$ cat config.mk
export PLATFORM = sky130hd
export DESIGN_NAME = sac_ctrl
export DESIGN_NICKNAME = d
export VERILOG_FILES = /design/src/verilog/sac_pkg.sv /design/src/verilog/sac_ctrl.sv
export SDC_FILE = /design/constraint.sdc
export NUM_CORES = 1
export LEC_CHECK = 0
export BUFFER_PORTS_ARGS = -buffer_cell sky130_fd_sc_hd__buf_2
export CAP_MARGIN = 20
export CORE_MARGIN = 2
export CORE_UTILIZATION = 40
export DETAILED_ROUTE_END_ITERATION = 16
export PLACE_DENSITY = 0.73
export SLEW_MARGIN = 10
export SYNTH_ARGS = -nofsm -noshare
export SYNTH_HDL_FRONTEND = slang
export SYNTH_SLANG_ARGS = --single-unit
$ cat constraint.sdc
create_clock -name clk -period 2.3 [get_ports clk]
set_clock_uncertainty 0.05 [all_clocks]
set_input_delay 0 -clock clk [delete_from_list [all_inputs] [get_ports clk]]
set_output_delay 0 -clock clk [all_outputs]
set_load 0.01 [all_outputs]
$ cat src/verilog/sac_pkg.sv
// constants for the successive-approximation converter control block
// assumes a 40 MHz peripheral clock and an AXI4-Lite register bus
package sac_pkg;
	localparam int ADDR_W = 8;
	localparam int DATA_W = 32;
	// register byte offsets
	localparam logic [7:0] OFS_MODE  = 8'h00;
	localparam logic [7:0] OFS_CHAN  = 8'h04;
	localparam logic [7:0] OFS_PCFG  = 8'h08;
	localparam logic [7:0] OFS_RES10 = 8'h0c;
	localparam logic [7:0] OFS_RES8  = 8'h10;
	localparam logic [7:0] OFS_IFLAG = 8'h14;
	localparam logic [7:0] OFS_STAT  = 8'h18;
	// field positions
	localparam int MODE_START = 7;
	localparam int MODE_CMPEN = 0;
	localparam int MODE_TLO   = 1;
	localparam int MODE_THI   = 6;
	localparam int IFLAG_BIT  = 0;
	localparam int RES_BITS   = 10;
	localparam int RES_SHIFT  = 6;
	localparam int CHAN_W     = 3;
	localparam int PCFG_W     = 4;
	// reset values
	localparam logic [7:0]          MODE_RST = 8'h00;
	localparam logic [CHAN_W-1:0]   CHAN_RST = 3'h0;
	localparam logic [PCFG_W-1:0]   PCFG_RST = 4'h0;
	localparam logic [RES_BITS-1:0] RES_RST  = 10'h000;
	// timing
	localparam int CLK_KHZ     = 40000;
	localparam int WARM_NS     = 1000;
	localparam int WARM_CYC    = (WARM_NS * CLK_KHZ + 999999) / 1000000;
	localparam int SAMPLE_BASE = 8;
	localparam int BIT_CYC     = 4;
	// bus answers
	localparam logic [1:0] RESP_OKAY   = 2'h0;
	localparam logic [1:0] RESP_SLVERR = 2'h2;
	typedef enum logic [1:0] {SAC_IDLE, SAC_SAMPLE, SAC_CONV} sac_state_t;
endpackage

$ cat src/verilog/sac_ctrl.sv
// control of a 10-bit successive-approximation converter with register file
// assumes an analog comparator and tap selector outside; comparator and
// stop-mode levels arrive asynchronously and are synchronised here
// Function
// - in stop mode the converter halts all conversion activity
// - result read coinciding with result store: read old value, then store
// - config write at end of conversion wins; no store, no interrupt
// - channel-select write leaves the conversion-end flag unchanged
// - old-channel conversion ending before a channel write still stores
// - first result suspect if start within 1 us of enable or disabled
// - config writes may leave result registers undefined
// - results are 10-bit codes, one step per 1/1024 of full scale
// - conversion time includes the sampling interval
// - each completion outside stop mode without a config write stores, interrupts, and starts the next conversion
// - channel-select write aborts and restarts the running conversion
// - clearing start stops at once and keeps the stored result
//
// The register addresses and the AXI4-Lite interface to the registers were decided locally.
module sac_ctrl
	import sac_pkg::*;
#(
	parameter int SAMPLE_CYCLES = sac_pkg::SAMPLE_BASE,
	parameter int BIT_CYCLES    = sac_pkg::BIT_CYC
) (
	// clock and reset
	input  wire logic                         clk,
	input  wire logic                         resetn,
	// axi4-lite write address and data
	input  wire logic                         s_axi_awvalid,
	output logic                              s_axi_awready,
	input  wire logic [sac_pkg::ADDR_W-1:0]   s_axi_awaddr,
	input  wire logic                         s_axi_wvalid,
	output logic                              s_axi_wready,
	input  wire logic [sac_pkg::DATA_W-1:0]   s_axi_wdata,
	input  wire logic [3:0]                   s_axi_wstrb,
	// axi4-lite write response
	output logic                              s_axi_bvalid,
	input  wire logic                         s_axi_bready,
	output logic [1:0]                        s_axi_bresp,
	// axi4-lite read
	input  wire logic                         s_axi_arvalid,
	output logic                              s_axi_arready,
	input  wire logic [sac_pkg::ADDR_W-1:0]   s_axi_araddr,
	output logic                              s_axi_rvalid,
	input  wire logic                         s_axi_rready,
	output logic [sac_pkg::DATA_W-1:0]        s_axi_rdata,
	output logic [1:0]                        s_axi_rresp,
	// analog front end
	input  wire logic                         comp_in,
	output logic                              comparator_on,
	output logic                              sample_on,
	output logic [sac_pkg::RES_BITS-1:0]      tap_code,
	output logic [sac_pkg::CHAN_W-1:0]        analog_inputs_sel,
	output logic [sac_pkg::PCFG_W-1:0]        analog_port_cfg,
	// system
	input  wire logic                         stop_mode,
	output logic                              conv_end_irq
);
	import sac_pkg::*;

	if (BIT_CYCLES < 3 || BIT_CYCLES > 16 || SAMPLE_CYCLES < 1
		|| SAMPLE_CYCLES > 192) begin : g_bad
		$error("sac_ctrl: unsupported timing parameters");
	end

	localparam logic [7:0] BITC = 8'(BIT_CYCLES - 1);
	localparam logic [7:0] WARM = 8'(WARM_CYC);

	// synchronisers
	logic cmp_m_r, cmp_s_r, stop_m_r, stop_s_r;
	always_ff @(posedge clk) begin
		if (!resetn) begin
			{cmp_m_r, cmp_s_r, stop_m_r, stop_s_r} <= 4'h0;
		end else begin
			cmp_m_r  <= comp_in;
			cmp_s_r  <= cmp_m_r;
			stop_m_r <= stop_mode;
			stop_s_r <= stop_m_r;
		end
	end

	// bus write path: address and data taken in either order
	logic              aw_got_r, w_got_r, bvalid_r;
	logic [7:0]        waddr_r;
	logic [31:0]       wdata_r;
	logic [3:0]        wstrb_r;
	logic [1:0]        bresp_r;
	logic              aw_hs, w_hs, wr_do, wr_map;
	logic [7:0]        wa;
	logic [31:0]       wd;
	logic [3:0]        ws;

	assign s_axi_awready = !aw_got_r && !bvalid_r;
	assign s_axi_wready  = !w_got_r && !bvalid_r;
	assign aw_hs = s_axi_awvalid && s_axi_awready;
	assign w_hs  = s_axi_wvalid && s_axi_wready;
	assign wa    = aw_got_r ? waddr_r : s_axi_awaddr;
	assign wd    = w_got_r ? wdata_r : s_axi_wdata;
	assign ws    = w_got_r ? wstrb_r : s_axi_wstrb;
	assign wr_do = (aw_got_r || aw_hs) && (w_got_r || w_hs) && !bvalid_r;
	assign wr_map = wa inside {OFS_MODE, OFS_CHAN, OFS_PCFG, OFS_RES10,
		OFS_RES8, OFS_IFLAG, OFS_STAT};
	assign s_axi_bvalid = bvalid_r;
	assign s_axi_bresp  = bresp_r;

	always_ff @(posedge clk) begin
		if (!resetn) begin
			aw_got_r <= 1'b0;
			w_got_r  <= 1'b0;
			bvalid_r <= 1'b0;
			waddr_r  <= 8'h00;
			wdata_r  <= 32'h0000_0000;
			wstrb_r  <= 4'h0;
			bresp_r  <= RESP_OKAY;
		end else if (wr_do) begin
			aw_got_r <= 1'b0;
			w_got_r  <= 1'b0;
			bvalid_r <= 1'b1;
			bresp_r  <= wr_map ? RESP_OKAY : RESP_SLVERR;
		end else begin
			if (aw_hs) begin
				aw_got_r <= 1'b1;
				waddr_r  <= s_axi_awaddr;
			end
			if (w_hs) begin
				w_got_r <= 1'b1;
				wdata_r <= s_axi_wdata;
				wstrb_r <= s_axi_wstrb;
			end
			if (bvalid_r && s_axi_bready) begin
				bvalid_r <= 1'b0;
			end
		end
	end

	// only the low byte lane carries register bits
	logic wr_mode, wr_chan, wr_pcfg, wr_flag, wr_cfg;
	assign wr_mode = wr_do && ws[0] && wa == OFS_MODE;
	assign wr_chan = wr_do && ws[0] && wa == OFS_CHAN;
	assign wr_pcfg = wr_do && ws[0] && wa == OFS_PCFG;
	assign wr_flag = wr_do && ws[0] && wa == OFS_IFLAG;
	assign wr_cfg  = wr_mode || wr_chan || wr_pcfg;

	// control registers
	logic [7:0]          mode_r;
	logic [CHAN_W-1:0]   chan_r;
	logic [PCFG_W-1:0]   pcfg_r;
	always_ff @(posedge clk) begin
		if (!resetn) begin
			mode_r <= MODE_RST;
			chan_r <= CHAN_RST;
			pcfg_r <= PCFG_RST;
		end else begin
			if (wr_mode) mode_r <= wd[7:0];
			if (wr_chan) chan_r <= wd[CHAN_W-1:0];
			if (wr_pcfg) pcfg_r <= wd[PCFG_W-1:0];
		end
	end

	// converter sequencer
	sac_state_t          state_r;
	logic [7:0]          cnt_r, samp_len;
	logic [3:0]          bit_r;
	logic [RES_BITS-1:0] sar_r, sar_dec;
	logic                run, conv_done, store;

	assign run  = mode_r[MODE_START] && !stop_s_r;
	// sampling is counted inside the conversion time
	assign samp_len = 8'(SAMPLE_CYCLES - 1) + {2'h0, mode_r[MODE_THI:MODE_TLO]};
	assign sar_dec = cmp_s_r ? sar_r : (sar_r & ~(10'h001 << bit_r));
	assign conv_done = state_r == SAC_CONV && cnt_r == 8'h00 && bit_r == 4'h0;

	always_ff @(posedge clk) begin
		if (!resetn) begin
			state_r <= SAC_IDLE;
			cnt_r   <= 8'h00;
			bit_r   <= 4'h0;
			sar_r   <= RES_RST;
		end else if (!run || (wr_mode && !wd[MODE_START])) begin
			state_r <= SAC_IDLE;
		end else if (wr_chan || state_r == SAC_IDLE) begin
			state_r <= SAC_SAMPLE;
			cnt_r   <= samp_len;
			sar_r   <= RES_RST;
		end else begin
			unique case (state_r)
				SAC_SAMPLE: begin
					if (cnt_r == 8'h00) begin
						state_r <= SAC_CONV;
						cnt_r   <= BITC;
						bit_r   <= 4'(RES_BITS - 1);
						sar_r   <= 10'h200;
					end else begin
						cnt_r <= cnt_r - 8'h01;
					end
				end
				SAC_CONV: begin
					if (cnt_r != 8'h00) begin
						cnt_r <= cnt_r - 8'h01;
					end else if (bit_r == 4'h0) begin
						state_r <= SAC_SAMPLE;
						cnt_r   <= samp_len;
						sar_r   <= sar_dec;
					end else begin
						// 10 trials halve the range each step
						bit_r <= bit_r - 4'h1;
						cnt_r <= BITC;
						sar_r <= sar_dec | (10'h001 << (bit_r - 4'h1));
					end
				end
				SAC_IDLE: state_r <= SAC_SAMPLE;
			endcase
		end
	end

	// a config write in the completion cycle wins and the store is lost
	assign store = conv_done && run && !wr_cfg;

	// result and flag; a read in the same cycle samples the old value first
	logic [RES_BITS-1:0] res_r;
	logic                flag_r, irq_r;
	always_ff @(posedge clk) begin
		if (!resetn) begin
			res_r <= RES_RST;
			irq_r <= 1'b0;
		end else begin
			// config writes leave the old result in place
			if (store) res_r <= sar_dec;
			irq_r <= store;
		end
	end
	always_ff @(posedge clk) begin
		if (!resetn) begin
			flag_r <= 1'b0;
		end else if (store) begin
			flag_r <= 1'b1;
		end else if (wr_flag && !wd[IFLAG_BIT]) begin
			flag_r <= 1'b0;
		end
	end

	// first-result quality tracking
	logic [7:0] warm_r;
	logic       start_rise, first_bad_r, suspect_r;
	assign start_rise = wr_mode && wd[MODE_START] && !mode_r[MODE_START];
	always_ff @(posedge clk) begin
		if (!resetn) begin
			warm_r      <= 8'h00;
			first_bad_r <= 1'b0;
			suspect_r   <= 1'b0;
		end else begin
			if (!mode_r[MODE_CMPEN]) warm_r <= 8'h00;
			else if (warm_r != WARM) warm_r <= warm_r + 8'h01;
			if (start_rise) begin
				first_bad_r <= !mode_r[MODE_CMPEN] || warm_r != WARM;
			end else if (store) begin
				first_bad_r <= 1'b0;
			end
			if (store) suspect_r <= first_bad_r;
		end
	end

	// bus read path
	logic        rvalid_r, ar_hs;
	logic [31:0] rdata_r, rd_mux;
	logic [1:0]  rresp_r, rd_resp;
	assign s_axi_arready = !rvalid_r;
	assign ar_hs = s_axi_arvalid && !rvalid_r;
	assign s_axi_rvalid = rvalid_r;
	assign s_axi_rdata  = rdata_r;
	assign s_axi_rresp  = rresp_r;

	always_comb begin
		rd_mux  = 32'h0000_0000;
		rd_resp = RESP_OKAY;
		unique case (s_axi_araddr)
			OFS_MODE:  rd_mux = {24'h0, mode_r};
			OFS_CHAN:  rd_mux = {29'h0, chan_r};
			OFS_PCFG:  rd_mux = {28'h0, pcfg_r};
			OFS_RES10: rd_mux = {16'h0, res_r, 6'h00};
			OFS_RES8:  rd_mux = {24'h0, res_r[RES_BITS-1:2]};
			OFS_IFLAG: rd_mux = {31'h0, flag_r};
			OFS_STAT:  rd_mux = {28'h0, first_bad_r, suspect_r, stop_s_r,
				state_r != SAC_IDLE};
			default:   rd_resp = RESP_SLVERR;
		endcase
	end

	always_ff @(posedge clk) begin
		if (!resetn) begin
			rvalid_r <= 1'b0;
			rdata_r  <= 32'h0000_0000;
			rresp_r  <= RESP_OKAY;
		end else if (ar_hs) begin
			rvalid_r <= 1'b1;
			rdata_r  <= rd_mux;
			rresp_r  <= rd_resp;
		end else if (s_axi_rready) begin
			rvalid_r <= 1'b0;
		end
	end

	// front-end outputs
	assign comparator_on     = mode_r[MODE_CMPEN] && !stop_s_r;
	assign sample_on         = state_r == SAC_SAMPLE;
	assign tap_code          = sar_r;
	assign analog_inputs_sel = chan_r;
	assign analog_port_cfg   = pcfg_r;
	assign conv_end_irq      = irq_r;
endmodule

==> out/results.tsv, run 1 <==
metric	value	unit
outcome	finished clean	
Yosys top cell area share	0.395	
Routed Antenna Nets	0	
Slew HR	0.551	
critical path data required time	2.49	ns
vias per inst	5.46	
DRC Markers	0	
Finished Cell Area	0.00670	mm^2
clk sinks	104	
Worst Setup SP	cnt_r[3]$_SDFFE_PN0P_	
Core ar.	0.0127	mm^2
crit path launch type	flop	
final WL	14100	um
Rows	41	
count leader, synth	dfxtp_1	
post-synth cell types	65	
RR Startpoint	cnt_r[3]$_SDFFE_PN0P_	
Yosys reg bits	104	
Hold/Removal Path Class	in -> reg	
Hold Crit Start	s_axi_araddr[6]	
Die Y	119	um
ANT cells	0	
Die Span X	119	um
Area contributors post-synth	dfxtp_1 40%, mux2i_1 6.1%, nor2_1 5.8%	
DR pass1 iterations	6	
die footprint	0.0141	mm^2
end of the critical path	suspect_r$_SDFFE_PN0P_	
setup TNS	0	ns
actual slew at the worst max-slew pin	0.664	ns
CTS Buf Count	9	
async set-reset flop share out of synthesis	0	
layout cells sized above 1	0.229	
Max Freq	441	MHz
Worst Reg-to-Reg Cells	8	
CTS tree	yes	
Post-synth EDFFs	0	
final setup fails	0	
CP Max Fanout	7	
final hold vios	0	
Starting DRT DRC Count	344	
WL/cell	15.4	um
GR Overflow Total	0	
Mean Syn Cell Area	8.64	um^2
# port buffers	76	
CTS max path bufs	2	
initial antenna violation count	0	
vias in the first global route	4727	
pwr dens	588	mW/mm^2
H-tree depth	3	
Max Cap Viol	0	
Filler cells	1180	
worst vdd ir	0.375	mV
Mapped Area	0.00527	mm^2
worst skew pair latency	0.35	ns
gpl congestion	0.908	
RSZ-0062 raised after global routing	yes	
Data arrival, critical path	2.46	ns
pin count of the biggest net entering global routing	44	
post-synthesis sequential area ratio	0.395	
FF-to-FF End	suspect_r$_SDFFE_PN0P_	
minimum clock period	2.27	ns
crit end category	flop	
vias after detailed routing	4967	
CTS root buffer	clkbuf_16	
Post-DP HPWL	9970	um
cells after synthesis	610	
dominant cell type by area after synthesis	dfxtp_1	
static leakage	0.00273	uW
critical path class	reg -> reg	
first-pass GRT wire length	23000	um
Area growth, synth to finish	27.0	%
starting density of the core	0.414	
top post-synthesis cells by count	104 x dfxtp_1, 81 x nor2_1, 59 x nand2_1	
final period utilization	0.987	
max-slew violations	0	
R2R Setup Slk	0.03	ns
gr usage total	0.197	
IO Count	122	
fin nets	808	
Ys Warns	0	
Top FF cell, synth	dfxtp_1	
clock slew seen by the registers of the worst setup and hold paths	0.07	ns
Hold Crit Depth	5	
Cell Area, Placed	0.00592	mm^2
[metrics by stage]
step	setup WS, ns	utilization	std cells	hold WS, ns	total power (uW)
floorplan	0.123	-	627	0.0501	2120
global placement	0.0700	0.466	857	0.137	2210
detailed placement	0.0101	0.466	857	0.146	2220
CTS	0.00794	0.513	899	0.0568	3940
global route	-0.0712	0.526	910	0.111	4070
finish	0.0304	0.526	910	0.0696	3940
[layout by cell type (no fill, tap or decap), types with 14 or more instances in the layout]
| master | instances |
|---|---|
| nand3_1 | 16 |
| dlygate4sd3_1 | 26 |
| a22oi_1 | 14 |
| inv_1 | 18 |
| a211oi_1 | 16 |
| ha_1 | 14 |
| nor3_1 | 14 |
| conb_1 | 18 |
| nor2_1 | 80 |
| nand2_1 | 59 |
| buf_4 | 38 |
| dfxtp_1 | 101 |
| mux2i_1 | 32 |
| a21oi_1 | 36 |
| buf_2 | 76 |
[area by class of cell]
type,count,area [um^2],share of cell area
Multi-Input combinational cell,453,2980,0.444
Sequential cell,104,2090,0.312
Timing Repair Buffer,146,1010,0.151
Clock buffer,10,239,0.0357
Tap cell,172,215,0.0321
Clock inverter,6,95.1,0.0142
Inverter,19,71.3,0.0107
[report_power, final]
part           internal, uW  switching (uW)
clock                   999             703
sequential             1830            28.1
combinational           164             213
total                  2990             943
[registers in the layout, summed over array words and instances, names as in the netlist, 2 cells and up]
name and flops:
bit_r 4, mode_r 8, wdata_r 8, tap_code 10
analog_port_cfg 4, warm_r 8, s_axi_rdata 16, waddr_r 8
state_r 2, cnt_r 8, analog_inputs_sel 3, res_r 10
[how the worst min path moves through the flow]
stage,end
6_report,s_axi_rdata[3]$_SDFFE_PN0P_
5_1_grt,s_axi_rdata[3]$_SDFFE_PN0P_
4_1_cts,s_axi_rdata[3]$_SDFFE_PN0P_
3_5_place_dp,s_axi_rvalid$_SDFFE_PN0P_
3_3_place_gp,s_axi_rvalid$_SDFFE_PN0P_
2_1_floorplan,s_axi_rvalid$_SDFFE_PN0P_
[cells by family (layout without fill, tap and decap cells)]
logic type	Yosys count	after routing	share of synthesized area
DFF	104	104	0.395
adders and majority gates	14	14	0.0332
muxes	37	37	0.0736
buffers and inverters	70	181	0.0665
other	1	18	0.000712
AOI/OAI and AO/OA	141	141	0.190
and+or+nand+nor	230	230	0.219
xor gates and xnor gates	13	13	0.0216
[critical path, cell delays in order, from the launching register on]
cell and delay [ns]:
dfxtp_2 0.34, or4_4 0.55, nor4b_4 0.25, buf_4 0.18, nand3_2 0.11, nand4b_4 0.30
buf_4 0.22, mux2i_1 0.13, nor2_1 0.05
[metal layers]
layer  routed length [um]  vias up  track usage
met1                 6290     2358        0.263
met5                    0        -            0
met3                  758       23       0.0357
met2                 6800      187        0.327
li1                     -     2399            -
met4                  204        0       0.0528
[what timing repair did]
| item | 4_1_cts | 5_1_grt |
|---|---|---|
| hold buffers | 26 | 0 |
| gates cloned | 0 | 1 |
| buffers inserted | 0 | 10 |
| endpoints found under the hold margin | 28 | 0 |
| setup endpoints to repair | 4 | 35 |
| pin swaps | 0 | 8 |
| gates resized for setup | 2 | 21 |
No activity file was read; power rests on OpenSTA's default activity.
==> inputs of run 2 (changes only) <==
--- a/config.mk
+++ b/config.mk
@@ -5,12 +5,13 @@
 export SDC_FILE = /design/constraint.sdc
 export NUM_CORES = 1
 export LEC_CHECK = 0
+export ABC_AREA = 1
 export BUFFER_PORTS_ARGS = -buffer_cell sky130_fd_sc_hd__buf_2
 export CAP_MARGIN = 20
 export CORE_MARGIN = 2
 export CORE_UTILIZATION = 40
 export DETAILED_ROUTE_END_ITERATION = 16
-export PLACE_DENSITY = 0.73
+export PLACE_DENSITY = 0.72
 export SLEW_MARGIN = 10
 export SYNTH_ARGS = -nofsm -noshare
 export SYNTH_HDL_FRONTEND = slang
==> run 2 against run 1 <==
Critical path depth is 2 higher. Count of clock-buffer cells in the layout is 1 lower. Global-route usage is 1.4 points lower. Clock power hardly changed. Sequential share of layout area is 0.53 points higher. Area after synthesis is 3.4% higher. Sequential power is 3% higher. Core utilization is 3.3 points lower. Total power is 3.0% higher. Critical path type unchanged. Largest power group unchanged.
==> out/results.tsv, run 2 <==
metric	value	unit
outcome	finished clean	
Finished Cell Area	0.00656	mm^2
post-synthesis sequential area ratio	0.382	
minimum clock period	2.11	ns
Slew HR	0.593	
gpl congestion	0.918	
switching share of power	0.261	
async set-reset flop share out of synthesis	0	
CP max-delay cell	dfxtp_1	
RR Startpoint	aw_got_r$_SDFFE_PP0P_	
Max Cap Viol	0	
CP peak stage delay	0.54	ns
fin cells	1090	
grt met1 use	0.255	
max-slew violations	0	
final WL	13400	um
Hold Path Sink	s_axi_rresp[1]$_SDFFE_PN0P_	
Cells after DPL	1047	
static leakage	0.00304	uW
layout cells sized above 1	0.154	
post-synth cell types	43	
commonest non-fill, non-tap cell in the layout	nand2_1	
Hold Crit Depth	5	
Clock power frac	0.417	
WL/cell	12.3	um
Data arrival, critical path	2.32	ns
die footprint	0.0146	mm^2
Max Freq	473	MHz
starting density of the core	0.410	
Rows	42	
pwr dens	618	mW/mm^2
# port buffers	76	
pin count of the biggest net entering global routing	44	
Die Span X	121	um
worst hold slack	0.0140	ns
met2 GRT Util	0.288	
CTS Buf Count	9	
Routed Antenna Nets	0	
Reg power frac	0.472	
CTS root buffer	clkbuf_16	
critical path data required time	2.50	ns
initial antenna violation count	0	
CTS tree	yes	
FF-to-FF End	res_r[8]$_SDFFE_PN0P_	
DRC Markers	0	
Hold Crit Start	s_axi_araddr[6]	
clk sinks	104	
Starting DRT DRC Count	445	
GR Overflow Total	0	
Hold/Removal Path Class	in -> reg	
CTS max path bufs	2	
Mapped Area	0.00545	mm^2
crit path launch type	flop	
most frequent cells in the layout	175 x nand2_1, 139 x nor2_1, 104 x dfxtp_1	
combinational share of power	0.111	
ANT cells	0	
critical path class	reg -> reg	
max FFs per register	16	
actual slew at the worst max-slew pin	0.605	ns
Power, Total	4060	uW
setup TNS	0	ns
final setup fails	0	
DR pass1 iterations	5	
vias after detailed routing	5219	
Mean Syn Cell Area	6.78	um^2
top post-synthesis cells by count	177 x nand2_1, 141 x nor2_1, 104 x dfxtp_1	
count leader, synth	nand2_1	
Post-DP HPWL	9730	um
Cell Area, Placed	0.00596	mm^2
Top FF cell, synth	dfxtp_1	
cells after synthesis	804	
final period utilization	0.919	
Worst Reg-to-Reg Cells	10	
R2R Setup Slk	0.19	ns
gr usage total	0.183	
first-pass GRT wire length	21600	um
H-tree depth	3	
Yosys top cell area share	0.382	
met3 GRT Util	0.0368	
clock slew seen by the registers of the worst setup and hold paths	0.07	ns
Internal Power	3000	uW
Die Y	121	um
worst vdd ir	0.429	mV
fin nets	984	
CP Max Fanout	9	
worst skew pair latency	0.35	ns
Area growth, synth to finish	20.5	%
switching power	1060	uW
vias per inst	4.79	
crit end category	flop	
Area contributors post-synth	dfxtp_1 38%, nand2_1 12%, nor2_1 9.7%	
Post-synth EDFFs	0	
Ys Warns	0	
gr busiest metal	met2	
IO Count	122	
critical-path cell list	inv_4 -> a21oi_1 -> nand2_2 -> nor2_4 -> nand3b_2 -> nand2_4 -> nor2_8 -> buf_4 -> o21ai_1 -> nor2_1	
Yosys reg bits	104	
Filler cells	1334	
final hold vios	0	
dominant cell type by area after synthesis	dfxtp_1	
Core ar.	0.0133	mm^2
vias in the first global route	4574	
## run 2: changes by cell type in the layout (fill, tap and decap cells not counted), moves of 31 or more
cell / previous run / this run
inv_1: 18 / 89
mux2i_1: 32 / 1
nand2_1: 59 / 175
nor2_1: 80 / 139
o21ai_0: 6 / 54
## run 2: area by class of cell
class                   instances  area, um^2  share of cell area
clock buffers                   9         225              0.0343
flip-flops and latches        104        2080               0.317
multi-input cells             579        2820               0.429
repair buffers                116         741               0.113
well taps                     176         220              0.0335
clock inverters                 7         101              0.0154
inverters                      99         377              0.0574
## run 2: stage by stage
| step | utilization | setup WS (ns) |
|---|---|---|
| 2_1_floorplan | - | 0.408 |
| 3_3_place_gp | 0.448 | 0.170 |
| 3_5_place_dp | 0.448 | 0.0944 |
| 4_1_cts | 0.491 | 0.0901 |
| 5_1_grt | 0.494 | -0.0179 |
| 6_report | 0.494 | 0.186 |
## run 2: repair_timing
| item | CTS | global route |
|---|---|---|
| hold buffers | 24 | 0 |
| resized for setup | 0 | 4 |
| endpoints found under the hold margin | 33 | 0 |
| setup endpoints to repair | 0 | 22 |
| buffers inserted | 0 | 2 |
## run 2: routing by layer
layer | share of wire | vias to the layer above
met3 | 0.053 | 13
li1 | - | 2726
met5 | 0 | -
met4 | 0.013 | 0
met2 | 0.45 | 154
met1 | 0.49 | 2326
## run 2: critical path: cells and delay by family, from the launching register on
family,cells,cell delay (ns)
AND/OR/NAND/NOR,6,0.88
flip-flops,1,0.54
AO/OA/AOI/OAI,2,0.30
buffers and inverters,2,0.24
## run 2: logic make-up after synthesis
kind of cell    synth area share
mux                      0.00184
other cells             0.000688
fa+ha+maj                 0.0322
compound gates             0.139
buf+inv                    0.116
simple gates               0.307
flops                      0.382
xor+xnor                  0.0209
## run 2: power groups by stage
stage | Combinational [uW] | Clock (uW) | Sequential, uW
after CTS | 449 | 1720 | 1910
after global placement | 412 | 0 | 1950
final | 452 | 1690 | 1910
after floorplan | 306 | 0 | 1950
after global routing | 516 | 1790 | 1920
after detailed placement | 415 | 0 | 1950
## run 2: worst max path at each step
stage	startpoint	end	slack (ns)	cells past startpoint
floorplan	bit_r[0]$_SDFFE_PN0P_	res_r[4]$_SDFFE_PN0P_	0.41	13
global placement	bit_r[0]$_SDFFE_PN0P_	res_r[9]$_SDFFE_PN0P_	0.17	13
detailed placement	bit_r[0]$_SDFFE_PN0P_	res_r[9]$_SDFFE_PN0P_	0.09	13
CTS	bit_r[0]$_SDFFE_PN0P_	res_r[9]$_SDFFE_PN0P_	0.09	13
global route	bit_r[0]$_SDFFE_PN0P_	res_r[9]$_SDFFE_PN0P_	-0.02	13
finish	aw_got_r$_SDFFE_PP0P_	res_r[8]$_SDFFE_PN0P_	0.19	10
